===== config.mk =====
export PLATFORM = sky130hd
export DESIGN_NAME = flash_prog_power_id
export DESIGN_NICKNAME = d
export VERILOG_FILES = /design/src/logic/flash_pkg.sv /design/src/logic/byte_fifo.sv /design/src/logic/flash_prog_power_id.sv
export VERILOG_INCLUDE_DIRS = /design/src /design/src/logic
export SDC_FILE = /design/constraint.sdc
export NUM_CORES = 1
export LEC_CHECK = 0
export ABC_AREA = 1
export BUFFER_PORTS_ARGS = -buffer_cell sky130_fd_sc_hd__buf_4
export CELL_PAD_IN_SITES_DETAIL_PLACEMENT = 1
export CELL_PAD_IN_SITES_GLOBAL_PLACEMENT = 1
export CORE_ASPECT_RATIO = 1.1
export CORE_UTILIZATION = 32
export CTS_CLUSTER_DIAMETER = 100
export DETAILED_ROUTE_END_ITERATION = 7
export GPL_TIMING_DRIVEN = 0
export HOLD_SLACK_MARGIN = 0.03
export MAX_ROUTING_LAYER = met4
export PLACE_DENSITY_LB_ADDON = 0.1
export SYNTH_ARGS = -nofsm -noshare
export SYNTH_HDL_FRONTEND = slang
export SYNTH_SLANG_ARGS = --single-unit

===== constraint.sdc =====
create_clock -name CLK_I -period 5.6 [get_ports CLK_I]
set_clock_uncertainty 0.1 [all_clocks]
set_input_delay 0.56 -clock CLK_I [delete_from_list [all_inputs] [get_ports CLK_I]]
set_output_delay 0.56 -clock CLK_I [all_outputs]
set_load 0.01 [all_outputs]

===== src/logic/flash_defines.svh =====
`ifndef FLASH_DEFINES_SVH
`define FLASH_DEFINES_SVH
// opcodes
`define OP_WRITE_ENABLE   8'h06
`define OP_WRITE_DISABLE  8'h04
`define OP_PAGE_PROGRAM   8'h02
`define OP_QUAD_PAGE_PROG 8'h38
`define OP_CONT_PROGRAM   8'had
`define OP_DEEP_PWR_DOWN  8'hb9
`define OP_SIGNATURE      8'hab
`define OP_ID_READ_A      8'h90
`define OP_ID_READ_B      8'hef
`define OP_ID_READ_C      8'hdf
`define OP_RB_ENABLE      8'h70
`define OP_RB_DISABLE     8'h80
// identification codes, values arbitrary
`define ID_MAKER          8'h5a
`define ID_DEVICE         8'h35
`define ID_SIGNATURE      8'h35
`define ID_DEV_FIRST_ADDR 8'h01
// timing, clock period and times in ns
`define CLK_PERIOD_NS     10
`define PAGE_PROG_NS      1400000
`define BYTE_PROG_NS      9000
`define PD_ENTRY_NS       10000
`define PD_RELEASE_NS     8800
// pin positions and field sizes
`define SI_LINE           0
`define SO_LINE           1
`define BLOCK_SHIFT       16
`endif


===== src/logic/flash_pkg.sv =====
package flash_pkg;
  typedef enum logic [2:0] {S_CMD, S_ONE, S_ADDR, S_DATA, S_ID, S_SKIP} phase_t;
  typedef enum logic [1:0] {T_NONE, T_PROG, T_PD_IN, T_PD_OUT} timer_t;
endpackage : flash_pkg


===== src/logic/byte_fifo.sv =====
`timescale 1ns/100ps
module byte_fifo #(
  parameter int W     = 8,
  parameter int DEPTH = 16
) (
  input  wire logic         clk_i,     // system clock
  input  wire logic         rst_i,     // sync reset
  input  wire logic         flush_i,   // drop all contents
  input  wire logic         in_valid_i, // write request
  output logic              in_ready_o, // room left
  input  wire logic [W-1:0] in_data_i,  // write data
  output logic              out_valid_o, // data waiting
  input  wire logic         out_ready_i, // reader takes word
  output logic [W-1:0]      out_data_o   // head word
);
  localparam int AW = $clog2(DEPTH);
  logic [W-1:0] mem [DEPTH];
  logic [AW-1:0] wr_ptr;
  logic [AW-1:0] rd_ptr;
  logic [AW:0]   count;
  logic          push;
  logic          pop;

  assign in_ready_o  = count != (AW+1)'(DEPTH);
  assign out_valid_o = count != '0;
  assign out_data_o  = mem[rd_ptr];
  assign push        = in_valid_i & in_ready_o;
  assign pop         = out_valid_o & out_ready_i;

  // storage write, no reset needed on data
  always_ff @(posedge clk_i) begin
    if (push) begin
      mem[wr_ptr] <= in_data_i;
    end
  end

  // pointers wrap at depth
  always_ff @(posedge clk_i) begin
    if (rst_i || flush_i) begin
      wr_ptr <= '0;
      rd_ptr <= '0;
      count  <= '0;
    end else begin
      if (push) wr_ptr <= (wr_ptr == AW'(DEPTH-1)) ? '0 : wr_ptr + 1'b1;
      if (pop)  rd_ptr <= (rd_ptr == AW'(DEPTH-1)) ? '0 : rd_ptr + 1'b1;
      count <= count + (AW+1)'(push) - (AW+1)'(pop);
    end
  end
endmodule : byte_fifo


===== src/logic/flash_prog_power_id.sv =====
// How it works
// - select must rise exactly on a data byte boundary or command is dropped
// - valid page program sets busy for its cycle, then clears busy and write latch
// - page program into a protected block is not executed
// - quad page program needs write latch and quad enable; uses four lines
// - continuous program needs write latch; two bytes go to even then odd address
// - one data byte programs nothing; bytes past the second are dropped
// - continuous program into protected area is ignored, write latch kept
// - address steps per pair, no wrap; at last free address mode ends
// - in continuous mode only continuous and write disable opcodes pass
// - with ready/busy enabled in continuous mode, ready/busy on serial out while select low; released when select high
// - ready/busy enable and disable refused during continuous mode
// - deep power-down ignores all but release and signature read
// - power-down entered only after entry delay following select rise
// - release needs select to rise right after eighth opcode bit, or after one full signature byte has been read
// - release is immediate if awake, else takes the release delay
// - signature byte repeats while clocked; release allowed after one full byte read
// - release and signature read refused while a write cycle runs
// - id read: two dummies, address; maker and device alternate, 01 swaps
// - quad enable gates every four-line operation
`timescale 1ns/100ps
`include "flash_defines.svh"
module flash_prog_power_id #(
  parameter int ADDR_W     = 22,
  parameter int FIFO_DEPTH = 16,
  parameter int PP_CYCLES  = (`PAGE_PROG_NS + `CLK_PERIOD_NS - 1) / `CLK_PERIOD_NS,
  parameter int BP_CYCLES  = (`BYTE_PROG_NS + `CLK_PERIOD_NS - 1) / `CLK_PERIOD_NS,
  parameter int PDI_CYCLES = (`PD_ENTRY_NS + `CLK_PERIOD_NS - 1) / `CLK_PERIOD_NS,
  parameter int PDO_CYCLES = `PD_RELEASE_NS / `CLK_PERIOD_NS
) (
  input  wire logic              CLK_I,            // system clock
  input  wire logic              RST_I,            // sync reset
  input  wire logic              CS_N_I,           // chip select pin
  input  wire logic              SCLK_I,           // serial clock pin
  input  wire logic [3:0]        SIO_I,            // quad_data_lines in
  output logic [3:0]             SIO_O,            // quad_data_lines out
  output logic [3:0]             SIO_OE_O,         // line drive enables
  input  wire logic              QUAD_ENABLE_I,    // quad_enable_bit
  input  wire logic [3:0]        BLOCK_PROTECT_I,  // block_protect_bits
  input  wire logic              EXT_BUSY_I,       // erase or status write running
  output logic                   BUSY_FLAG_O,      // busy_flag
  output logic                   WRITE_ENABLE_LATCH_O, // write_enable_latch
  output logic                   CP_MODE_O,        // continuous_program mode bit
  output logic                   POWER_DOWN_O,     // deep power-down state
  output logic                   RB_ENABLE_O,      // ready_busy_output_enable state
  output logic                   PROG_VALID_O,     // byte to array
  input  wire logic              PROG_READY_I,     // array takes byte
  output logic [ADDR_W-1:0]      PROG_ADDR_O,      // array address
  output logic [7:0]             PROG_DATA_O       // array data
);
  import flash_pkg::*;

  logic cs_m, cs_s, cs_d, sclk_m, sclk_s, sclk_d;
  logic [3:0] sio_m, sio_s;
  phase_t phase;
  timer_t tk;
  logic [7:0] op, sh, next_byte;
  logic [2:0] bits, next_bits, out_bit;
  logic [1:0] nbyte, tot, data_cnt;
  logic [23:0] addr;
  logic [ADDR_W-1:0] cp_addr, prog_addr;
  logic [31:0] tcnt;
  logic quad, rej, sel, full_read, so_q, so_oe;
  logic write_enable_latch, cp_mode, pd, rb_en;
  logic cs_rise, sclk_rise, sclk_fall, byte_done, busy, busy_any;
  logic is_pp, pp_ok, cp_ok, pp_go, one, rel_ok, id_enter, rb_drive, t_done;
  logic fifo_in_ready, fifo_out_valid, drain;
  logic [7:0] id_byte;

  // true when address lies in the block-protected top region
  function automatic logic prot(input logic [ADDR_W-1:0] a);
    logic [ADDR_W:0] size;
    size = '0;
    if (BLOCK_PROTECT_I == 4'h0) return 1'b0;
    if (32'(BLOCK_PROTECT_I) > 32'(ADDR_W - `BLOCK_SHIFT)) return 1'b1;
    size = (ADDR_W+1)'(1) << (`BLOCK_SHIFT - 1 + 32'(BLOCK_PROTECT_I));
    return {1'b0, ~a} < size;
  endfunction : prot

  // opcode filter, decides the phase after the first byte
  function automatic phase_t decode(input logic [7:0] b);
    if (busy_any || (pd && b != `OP_SIGNATURE)) return S_SKIP;
    if (cp_mode && b != `OP_CONT_PROGRAM && b != `OP_WRITE_DISABLE) return S_SKIP;
    unique case (b)
      `OP_PAGE_PROGRAM:   return write_enable_latch ? S_ADDR : S_SKIP;
      `OP_QUAD_PAGE_PROG: return (write_enable_latch && QUAD_ENABLE_I) ? S_ADDR : S_SKIP;
      `OP_CONT_PROGRAM:   return !write_enable_latch ? S_SKIP : (cp_mode ? S_DATA : S_ADDR);
      `OP_SIGNATURE, `OP_ID_READ_A, `OP_ID_READ_B, `OP_ID_READ_C: return S_ADDR;
      `OP_WRITE_ENABLE, `OP_WRITE_DISABLE, `OP_DEEP_PWR_DOWN: return S_ONE;
      `OP_RB_ENABLE, `OP_RB_DISABLE: return cp_mode ? S_SKIP : S_ONE;
      default:            return S_SKIP;
    endcase
  endfunction : decode

  ////////////////////////////////////////////////////////////////////////////////
  // pin synchronisers, two flops before any use
  always_ff @(posedge CLK_I) begin
    if (RST_I) begin
      {cs_m, cs_s, cs_d} <= 3'h7;
      {sclk_m, sclk_s, sclk_d} <= 3'h0;
      sio_m <= 4'h0;
      sio_s <= 4'h0;
    end else begin
      cs_m   <= CS_N_I;
      cs_s   <= cs_m;
      cs_d   <= cs_s;
      sclk_m <= SCLK_I;
      sclk_s <= sclk_m;
      sclk_d <= sclk_s;
      sio_m  <= SIO_I;
      sio_s  <= sio_m;
    end
  end

  assign cs_rise   = cs_s & ~cs_d;
  assign sclk_rise = sclk_s & ~sclk_d & ~cs_s;
  assign sclk_fall = ~sclk_s & sclk_d & ~cs_s;
  // quad frames take a nibble per edge, single frames one bit on the input line
  assign next_byte = quad ? {sh[3:0], sio_s} : {sh[6:0], sio_s[`SI_LINE]};
  assign next_bits = bits + (quad ? 3'h4 : 3'h1);
  assign byte_done = sclk_rise && next_bits == 3'h0;
  assign busy      = tk == T_PROG;
  assign busy_any  = busy | EXT_BUSY_I;
  assign id_enter  = byte_done && phase == S_ADDR && nbyte == 2'h2 && !is_pp
                     && op != `OP_CONT_PROGRAM;

  ////////////////////////////////////////////////////////////////////////////////
  // command frame: opcode, address, data bytes; phase and counts cleared whenever select is high, opcode and address kept until reset
  always_ff @(posedge CLK_I) begin
    if (RST_I || cs_s) begin
      phase    <= S_CMD;
      bits     <= 3'h0;
      quad     <= 1'b0;
      tot      <= 2'h0;
      nbyte    <= 2'h0;
      data_cnt <= 2'h0;
      rej      <= 1'b0;
      if (RST_I) begin
        op   <= 8'h00;
        sh   <= 8'h00;
        addr <= 24'h0;
      end
    end else if (sclk_rise) begin
      sh   <= next_byte;
      bits <= next_bits;
      if (byte_done) begin
        if (tot != 2'h3) tot <= tot + 2'h1;
        unique case (phase)
          S_CMD: begin
            op    <= next_byte;
            phase <= decode(next_byte);
            rej   <= decode(next_byte) == S_SKIP;
            quad  <= next_byte == `OP_QUAD_PAGE_PROG && decode(next_byte) == S_ADDR;
          end
          S_ADDR: begin
            addr  <= {addr[15:0], next_byte};
            nbyte <= nbyte + 2'h1;
            if (nbyte == 2'h2) phase <= id_enter ? S_ID : S_DATA;
          end
          S_DATA: if (data_cnt != 2'h3) data_cnt <= data_cnt + 2'h1;
          S_ONE, S_ID, S_SKIP: ;
        endcase
      end
    end
  end

  ////////////////////////////////////////////////////////////////////////////////
  // acceptance at select rise
  assign is_pp  = op == `OP_PAGE_PROGRAM || op == `OP_QUAD_PAGE_PROG;
  assign pp_ok  = is_pp && phase == S_DATA && bits == 3'h0 && data_cnt != 2'h0
                  && !prot(addr[ADDR_W-1:0]);
  assign cp_ok  = op == `OP_CONT_PROGRAM && phase == S_DATA && bits == 3'h0
                  && data_cnt >= 2'h2 && (cp_mode || !prot(addr[ADDR_W-1:0]));
  assign pp_go  = cs_rise && (pp_ok || cp_ok);
  assign one    = cs_rise && phase == S_ONE && tot == 2'h1 && bits == 3'h0;
  // release: exactly eight bits, or a signature read with one full byte out
  assign rel_ok = cs_rise && op == `OP_SIGNATURE && !rej && bits == 3'h0
                  && ((phase == S_ADDR && tot == 2'h1) || (phase == S_ID && full_read));
  assign t_done = tk != T_NONE && tcnt == 32'h0 && (tk != T_PROG || !fifo_out_valid);

  ////////////////////////////////////////////////////////////////////////////////
  // mode state, self-timed cycles and latches
  always_ff @(posedge CLK_I) begin
    if (RST_I) begin
      tk      <= T_NONE;
      tcnt    <= 32'h0;
      write_enable_latch     <= 1'b0;
      cp_mode <= 1'b0;
      pd      <= 1'b0;
      rb_en   <= 1'b0;
      cp_addr <= '0;
    end else begin
      if (tcnt != 32'h0) tcnt <= tcnt - 32'h1;
      if (t_done) begin
        tk <= T_NONE;
        unique case (tk)
          T_PROG: begin
            if (!cp_mode) begin
              write_enable_latch <= 1'b0;
            end else begin
              cp_addr <= cp_addr + ADDR_W'(2);
              // no wrap: top of memory or next protected pair ends the mode
              if (&cp_addr[ADDR_W-1:1] || prot(cp_addr + ADDR_W'(2))) begin
                cp_mode <= 1'b0;
                write_enable_latch     <= 1'b0;
              end
            end
          end
          T_PD_IN:  pd <= 1'b1;
          T_PD_OUT: pd <= 1'b0;
          T_NONE: ;
        endcase
      end
      if (pp_go) begin
        tk   <= T_PROG;
        tcnt <= cp_ok ? BP_CYCLES : PP_CYCLES;
        if (cp_ok && !cp_mode) begin
          cp_mode <= 1'b1;
          cp_addr <= {addr[ADDR_W-1:1], 1'b0};
        end
      end
      if (one && op == `OP_DEEP_PWR_DOWN) begin
        tk   <= T_PD_IN;
        tcnt <= PDI_CYCLES;
      end
      if (rel_ok && pd) begin
        tk   <= T_PD_OUT;
        tcnt <= PDO_CYCLES;
      end
      if (one && op == `OP_WRITE_ENABLE) write_enable_latch <= 1'b1;
      if (one && op == `OP_WRITE_DISABLE) begin
        write_enable_latch     <= 1'b0;
        cp_mode <= 1'b0;
      end
      if (one && op == `OP_RB_ENABLE)  rb_en <= 1'b1;
      if (one && op == `OP_RB_DISABLE) rb_en <= 1'b0;
    end
  end

  ////////////////////////////////////////////////////////////////////////////////
  // program path: bytes buffered while received, drained only in the cycle.
  // bytes past the buffer depth are dropped, so a page keeps its first bytes.
  assign drain        = busy;
  assign PROG_VALID_O = fifo_out_valid & drain;

  byte_fifo #(.W(8), .DEPTH(FIFO_DEPTH)) u_fifo (
    .clk_i       (CLK_I),
    .rst_i       (RST_I),
    .flush_i     (cs_rise && !pp_go),
    .in_valid_i  (byte_done && phase == S_DATA && (!(op == `OP_CONT_PROGRAM) || data_cnt < 2'h2)),
    .in_ready_o  (fifo_in_ready),
    .in_data_i   (next_byte),
    .out_valid_o (fifo_out_valid),
    .out_ready_i (PROG_READY_I & drain),
    .out_data_o  (PROG_DATA_O)
  );

  // address follows the buffer head, wrapping inside the page
  always_ff @(posedge CLK_I) begin
    if (RST_I) begin
      prog_addr <= '0;
    end else if (pp_go) begin
      prog_addr <= cp_ok ? (cp_mode ? cp_addr : {addr[ADDR_W-1:1], 1'b0}) : addr[ADDR_W-1:0];
    end else if (PROG_VALID_O && PROG_READY_I) begin
      prog_addr <= {prog_addr[ADDR_W-1:8], prog_addr[7:0] + 8'h01};
    end
  end
  assign PROG_ADDR_O = prog_addr;

  ////////////////////////////////////////////////////////////////////////////////
  // id output: signature repeats, maker and device alternate
  assign id_byte  = op == `OP_SIGNATURE ? `ID_SIGNATURE : (sel ? `ID_DEVICE : `ID_MAKER);
  assign rb_drive = cp_mode && rb_en && !cs_s;

  always_ff @(posedge CLK_I) begin
    if (RST_I) begin
      out_bit   <= 3'h0;
      sel       <= 1'b0;
      full_read <= 1'b0;
    end else if (id_enter) begin
      out_bit   <= 3'h0;
      sel       <= next_byte == `ID_DEV_FIRST_ADDR && op != `OP_SIGNATURE;
      full_read <= 1'b0;
    end else if (phase == S_ID && sclk_fall) begin
      out_bit <= out_bit + 3'h1;
      if (out_bit == 3'h7) begin
        full_read <= 1'b1;
        if (op != `OP_SIGNATURE) sel <= ~sel;
      end
    end
  end

  // serial output: id bits on falling clock, else ready/busy level
  always_ff @(posedge CLK_I) begin
    if (RST_I) begin
      so_q  <= 1'b0;
      so_oe <= 1'b0;
    end else begin
      so_oe <= !cs_s && (phase == S_ID || rb_drive);
      if (phase == S_ID && sclk_fall) so_q <= id_byte[~out_bit];
      else if (rb_drive) so_q <= ~busy;
    end
  end

  assign SIO_O    = {2'b00, so_q, 1'b0};
  assign SIO_OE_O = {2'b00, so_oe, 1'b0};
  assign BUSY_FLAG_O          = busy;
  assign WRITE_ENABLE_LATCH_O = write_enable_latch;
  assign CP_MODE_O            = cp_mode;
  assign POWER_DOWN_O         = pd;
  assign RB_ENABLE_O          = rb_en;
endmodule : flash_prog_power_id


# Word-level counts from Yosys, hierarchy flattened
# Memories as Yosys holds them, arrays and structs flattened. A register that Yosys moved wholly into a read port is not among the register bits.
# Cells that the tools add are included.
[word_totals]
regBits = 167
ramBits = 128
output_inout_bits = 44
word_cells = 347
n_memories = 1
[classes]
addsub = 13
magnitude_cmp = 6
n_eq_ne = 48
n_shift = 1
mux = 110
bitwise_logic = 19
n_reduce_logical = 112
[mem_list]
columns = ["memory", "depth", "word_bits", "read_ports", "rd_ports_with_merged_regs", "write_ports", "line_no", "source"]
rows = [
  ["u_fifo.mem", 16, 8, 1, 1, 1, "byte_fifo.sv:17", "logic [W-1:0] mem [DEPTH];"],
]
[ops]
columns = ["cell", "n"]
rows = [
  ["two-way mux 22 bit", 13],
  ["equality test 8 bit (second input constant)", 11],
  ["two-way mux 32 bit", 2],
  ["two-way mux 8 bit", 7],
  ["two-way mux 1 bit", 54],
  ["logical AND 1 bit", 46],
  ["< comparator 22 x 23 -> 1 bit", 2],
  ["two-way mux 3 bit", 15],
  ["NOT 22 bit", 2],
  ["equality test 8 x 3 -> 1 bit (second input constant)", 4],
  ["logical NOT 32 bit", 1],
  ["inequality test 8 bit (second input constant)", 4],
  ["nonzero test 2 bit", 16],
  ["nonzero test 32 bit", 1],
  ["subtractor 32 x 1 -> 32 bit (second input constant)", 1],
  ["two-way mux 7 bit", 4],
  ["<< shifter 1 x 5 -> 23 bit (first input constant)", 1],
  ["adder 22 x 2 -> 22 bit (second input constant)", 1],
  ["AND reduction 21 bit", 1],
  ["two-way mux 10 bit", 2],
  ["two-way mux 18 bit", 1],
  ["one-hot mux 3 bit (6 select lines)", 1],
  ["equality test 8 x 2 -> 1 bit (second input constant)", 2],
  ["equality test 8 x 6 -> 1 bit (second input constant)", 2],
  ["other kinds (47)", 115],
]

# Logic depth before layout (Yosys ltp)
[logic_depth]
ltp_word = 24
depth_mapped = 22
depth_no_buf = 21

# Hierarchy
# From an unflattened synthesis, not the netlist that was laid out.
[hier_totals]
cells_unflattened = 1980
area_unflattened_um2 = 15930.3
[by_module_without_submodules]
columns = ["module", "instances", "cells_per_inst", "area_each_um2"]
rows = [
  ["flash_prog_power_id", 1, 1370, 9630.5],
  ["byte_fifo", 1, 610, 6299.8],
]

# Worst setup path before layout
# OpenSTA, ideal clock, no wires.
[synth_timing]
kind = "reg-to-reg"
from = "register quad"
to = "register u_fifo.count[4]"
setup_time_ns = 0.070
arrival_time_ns = 2.703
required_time_ns = 5.430
path_slack_ns = 2.727
path_stages_with_launch = 18
synth_period_minus_slack_ns = 2.873
cell_sequence = "dfxtp_1 > inv_1 > ha_1 > ha_1 > xnor2_1 > xor2_1 > nand2_1 > nor2_1 > nand3_1 > inv_1 > ha_1 > inv_1 > fa_1 > nor2_1 > nor2_1 > nor2_1 > o21ai_0 > a21oi_1"
[synth_via]
elab_chain_cells = 9
[synth_lines]
columns = ["item", "line_no", "source"]
rows = [
  ["start, declared", "flash_prog_power_id.sv:63", "logic quad, rej, sel, full_read, so_q, so_oe;"],
  ["start signal, assigned", "flash_prog_power_id.sv:133", "quad <= 1'b0;"],
  ["start signal, assigned", "flash_prog_power_id.sv:153", "quad <= next_byte == `OP_QUAD_PAGE_PROG && decode(next_byte) == S_ADDR;"],
  ["two-way mux 3 bit", "flash_prog_power_id.sv:120", "assign next_bits = bits + (quad ? 3'h4 : 3'h1);"],
  ["adder 3 bit", "flash_prog_power_id.sv:120", ""],
  ["logical NOT 3 bit", "flash_prog_power_id.sv:121", "assign byte_done = sclk_rise && next_bits == 3'h0;"],
  ["logical AND 1 bit", "flash_prog_power_id.sv:121", ""],
  ["logical AND 1 bit (2 in a row)", "flash_prog_power_id.sv:250", ".in_valid_i (byte_done && phase == S_DATA && (!(op == `OP_CONT_PROGRAM) || data_cnt < 2'h2)),"],
  ["AND 1 bit", "byte_fifo.sv:27", "assign push = in_valid_i & in_ready_o;"],
  ["net u_fifo.push", "byte_fifo.sv:21", "logic push;"],
  ["adder 5 x 1 -> 5 bit", "byte_fifo.sv:46", "count <= count + (AW+1)'(push) - (AW+1)'(pop);"],
  ["subtractor 5 x 1 -> 5 bit", "byte_fifo.sv:46", ""],
  ["end signal, assigned", "byte_fifo.sv:46", ""],
  ["end, declared", "byte_fifo.sv:20", "logic [AW:0] count;"],
]
# The timed path passes the listed nets, and every way through them passes these cells.
# A chain may end at the register's enable or synchronous reset.

# Worst setup path after layout
[layout_timing]
from = "register u_fifo.count[2]"
to = "register u_fifo.count[4]"
[layout_via]
word_cells_on_any_way = 6
classes_between = "add/sub (2); eq/ne (1); bitwise (2); reduce/logical (1)"
[layout_rtl]
columns = ["item", "line_no", "source"]
rows = [
  ["nonzero test 5 bit", "byte_fifo.sv:25", "assign out_valid_o = count != '0;"],
  ["AND 1 bit", "byte_fifo.sv:28", "assign pop = out_valid_o & out_ready_i;"],
  ["net u_fifo.pop", "byte_fifo.sv:22", "logic pop;"],
  ["subtractor 5 x 1 -> 5 bit", "byte_fifo.sv:46", ""],
]
# The timed path passes the listed nets, and every way through them passes these cells.

==> summary.md <==
| Metric | Value |
|---|---|
| CP required | ~6000 ps |
| Clk sink count | 298 |
| Part of the power in combinational logic | between 10% and 20% |
| Tcrit/Tclk final | around 70% |
| TritonCTS clock tree | done |
| Class of the tightest hold or removal check | in2reg |
| Unrepaired setup endpoints after global routing | false |
| Share of layout cells above drive strength 1 | between 10% and 20% |
| Buffers inserted by post-CTS timing repair | 0 |
| Total half-perimeter wirelength after legalization and detailed placement | about 37 mm |
| Syn Std Cell Area | about 16000 um^2 |
| Count of max-cap constraint violations | 0 |
| Pwr/cell area | about 340 nW/um^2 |
| Dominant synthesized flop cell | edfxtp_1 |
| Pin count of the biggest net entering global routing | 23 |
| Dominant combinational cell family by area after synthesis | simple AND/OR/NAND/NOR gates |
| Initial detailed-routing violation count | 520 |
| Most frequent standard cell in the layout excluding fill and tap cells | nand2_1 |
| Number of flops mapped to enable cells by yosys | approximately 170 |
| Top cell by count, worst path | inv_1 |
| Vias in the first global route | about 13000 |
| Final estimated routing congestion in global placement | ~0.87 |
| Syn avg cell area | about 8.6 um^2 |
| Final antenna-violating net count | 0 |
| Leakage dissipation | approximately 7.3 nW |
| Area growth from synthesis to layout | 16.20% |
| Time the final worst path needs with I/O delays and setup | around 3900 ps |
| # DRC | 0 |
| Antenna violations before repair | 0 |
| Buffer depth of the longest clock path | 3 |
| Antenna Diode Count | 0 |
| Simple-gate share of the synthesized area | 22.20% |
| Cell chain of the critical path | inv_1 > ha_1 > nand4_1 > nand2_1 > inv_1 > nand2_1 > clkinv_1 > ha_1 > inv_1 > ha_1 > inv_1 > fa_1 > nor2_1 > nor2_1 > nor2_1 > o21ai_0 > a21oi_1 |
| Wire length of the first global-routing pass | roughly 76 mm |
| Wirelength per Cell | 18.79 um |
| I/O pin total | a little under 60 |
| Parity-gate share of the synthesized area counting xor and xnor cells | about 3.5% |
| Library cell used as clock root buffer | clkbuf_16 |
| Crit path max fanout | 10 |
| Setup-violating endpoint count in the final report | 0 |
| Maximum operating frequency | ~260 MHz |
| Sw power | ~1.8 mW |
| Distinct cell type count after synthesis | 55 |
| Crit path kind | reg2reg |
| Endpoint arrival time on the critical path | roughly 4300 ps |
| Worst Setup End Kind | flop |
| Quantity of I/O buffers inserted on ports | between 50 and 60 |
| Final Hold Vio Count | 0 |
| Share of synthesized flip-flops with an asynchronous set or reset | 0% |
| Clock insertion delay at the later pin of the skew report | between 500 and 600 ps |
| Die outline area | a little under 50000 um^2 |
| Yosys synthesis warning count | 0 |
| Post-layout util | between 30% and 40% |
| Flop pwr share | about two fifths |
| Height of the die | roughly 230 um |
| Setup_tns | 0 ps |
| Net switching share of the total power | 30.17% |
| Vias | around 13000 |
| Remaining max-slew budget at the tightest pin | 30.87% |
| Sequential element share of the synthesized area | between 40% and 50% |
| Chip width | 212.5 um |
| Final net count | about 2000 |
| Starting density of the core | 32.55% |
| Gates resized, CTS repair | 0 |
| Routed vias/inst | just under 5 |
| Slowest-stage cell, CP | clkinv_1 |
| Filler cell count in the final layout | between 5000 and 6000 |
| Pint | ~4.3 mW |
| Clock buffers created by TritonCTS | 37 |
| Final slew viol count | 0 |
| R2R Setup Slk | roughly 1700 ps |
| Core Region | around 48000 um^2 |
| Count of hold buffers inserted by post-cts repair | 0 |
| Category of the worst setup path launch point | flop |
| Slew at the pin with the worst max-slew slack | slightly above 1000 ps |
| Result of the run | finished clean |
| GR Overflow Total | 0 |
| GRT Resource Usage Total | 20.91% |
| Count of mapped cells out of synthesis | 1813 |
| Portion of total power attributed to the clock network | between 30% and 40% |
| Mux contribution to synthesized area | roughly 2.1% |
| Reg clk slew, reported paths | ~60 ps |
| First drt pass iteration count | 5 |
| Placement row count | 84 |
| Yosys reg bits | about 300 |
| Total detailed-routing wirelength | roughly 49 mm |
| H-tree lvl count | 2 |
| Worst vdd rail ir drop | approximately 0.00027 V |
| Slowest Stage Delay on Critical Path | ~550 ps |
| Synthesized-area fraction occupied by ao, oa, aoi and oai cells | 10.23% |
| Fraction of the mapped netlist area in adder cells | under 10% |
| Top library cells by usage in the layout, fill and taps aside | nand2_1, nor2_1, inv_1 |
power groups by stage:
| stage | clock (mW) | sequential [mW] | combinational [mW] |
|---|---|---|---|
| 2_1_floorplan | 0 | 2.54 | 0.902 |
| 5_1_grt | 2.55 | 2.55 | 1.32 |
| 3_3_place_gp | 0 | 2.58 | 1.14 |
| 3_5_place_dp | 0 | 2.58 | 1.16 |
| 6_report | 2.41 | 2.54 | 1.15 |
| 4_1_cts | 2.47 | 2.53 | 1.17 |
through the flow:
stage                     total power, mW  hold slack [ps]  instances  instance area [um^2]  setup WS [ps]
final                               6.094            94.65       2609                 18130           1685
after floorplan                     3.446            288.3       1845                 15720           2727
after detailed placement            3.740            302.3       2541                 16920           1579
after global placement              3.716            293.2       2541                 16910           1565
after CTS                           6.177            71.90       2609                 18130           1576
after global routing                6.422            84.19       2609                 18130           1354
layer usage:
metal,global-route usage (%),wire [um]
met1,25.06,22030
met5,-,0
met3,2.245,1059
met2,36.79,24760
met4,6.093,1175
registers in the layout, indices dropped and copies added, names as in the netlist, 5 cells and up, named ones only:
register	flops
PROG_ADDR_O	22
u_fifo.count	5
u_fifo.mem	128
tcnt	32
op	8
addr	22
sh	7
cp_addr	21
cell usage after synthesis, drive strengths merged, types with 2 or more instances:
library cell,count,area [um^2]
nand3b,4,30.03
nand2,307,1220
a21oi,101,520.5
o211ai,33,247.7
xnor2,16,140.1
xor2,46,402.9
mux2i,32,320.3
dfxtp,133,2663
ha,66,825.8
conb,2,7.510
nand3,87,465.5
and2,2,13.77
o21bai,2,15.01
clkinv,6,22.52
edfxtp,165,4955
or2,11,68.82
a311oi,2,17.52
nor3,30,205.2
nand4,29,202.7
nor4,13,96.34
buf,31,239.0
a211oi,2,15.01
nor2,287,1140
clkbuf,29,111.4
o21a,2,15.01
inv,222,835.8
o21ai,145,737.0
nor3b,2,15.01
final timing paths:
kind	from	end	cells after the start
max	u_fifo.count[2]	u_fifo.count[4]	17
min	CS_N_I	cs_m	2
max reg2reg	u_fifo.count[2]	u_fifo.count[4]	17
min reg2reg	sclk_m	sclk_s	2
worst max-delay path: cells and delay by family, from the launching register on:
family	cells	cell delay, ps
buffers and inverters	5	820
and+or+nand+nor	6	1220
AOI/OAI and AO/OA	2	230
adders and majority gates	4	1160
DFF	1	320
cell type report:
class	count	area, um^2	area share [%]
Multi-Input combinational cell	1259	6907	38.10
Buffer	60	350.3	1.933
Inverter	228	858.3	4.735
Clock buffer	45	965.9	5.328
Tap cell	645	807.0	4.452
Clock inverter	23	240.2	1.325
Timing Repair Buffer	51	382.9	2.112
Sequential cell	298	7617	42.02
cell families (layout without fill, tap and decap cells):
group,Yosys count,after routing
xor gates and xnor gates,62,62
buffers and inverters,288,407
and+or+nand+nor,773,773
DFF,298,298
AOI/OAI and AO/OA,291,291
muxes,32,32
adders and majority gates,67,67
other,2,34
Power figures use the tool's default switching activity.
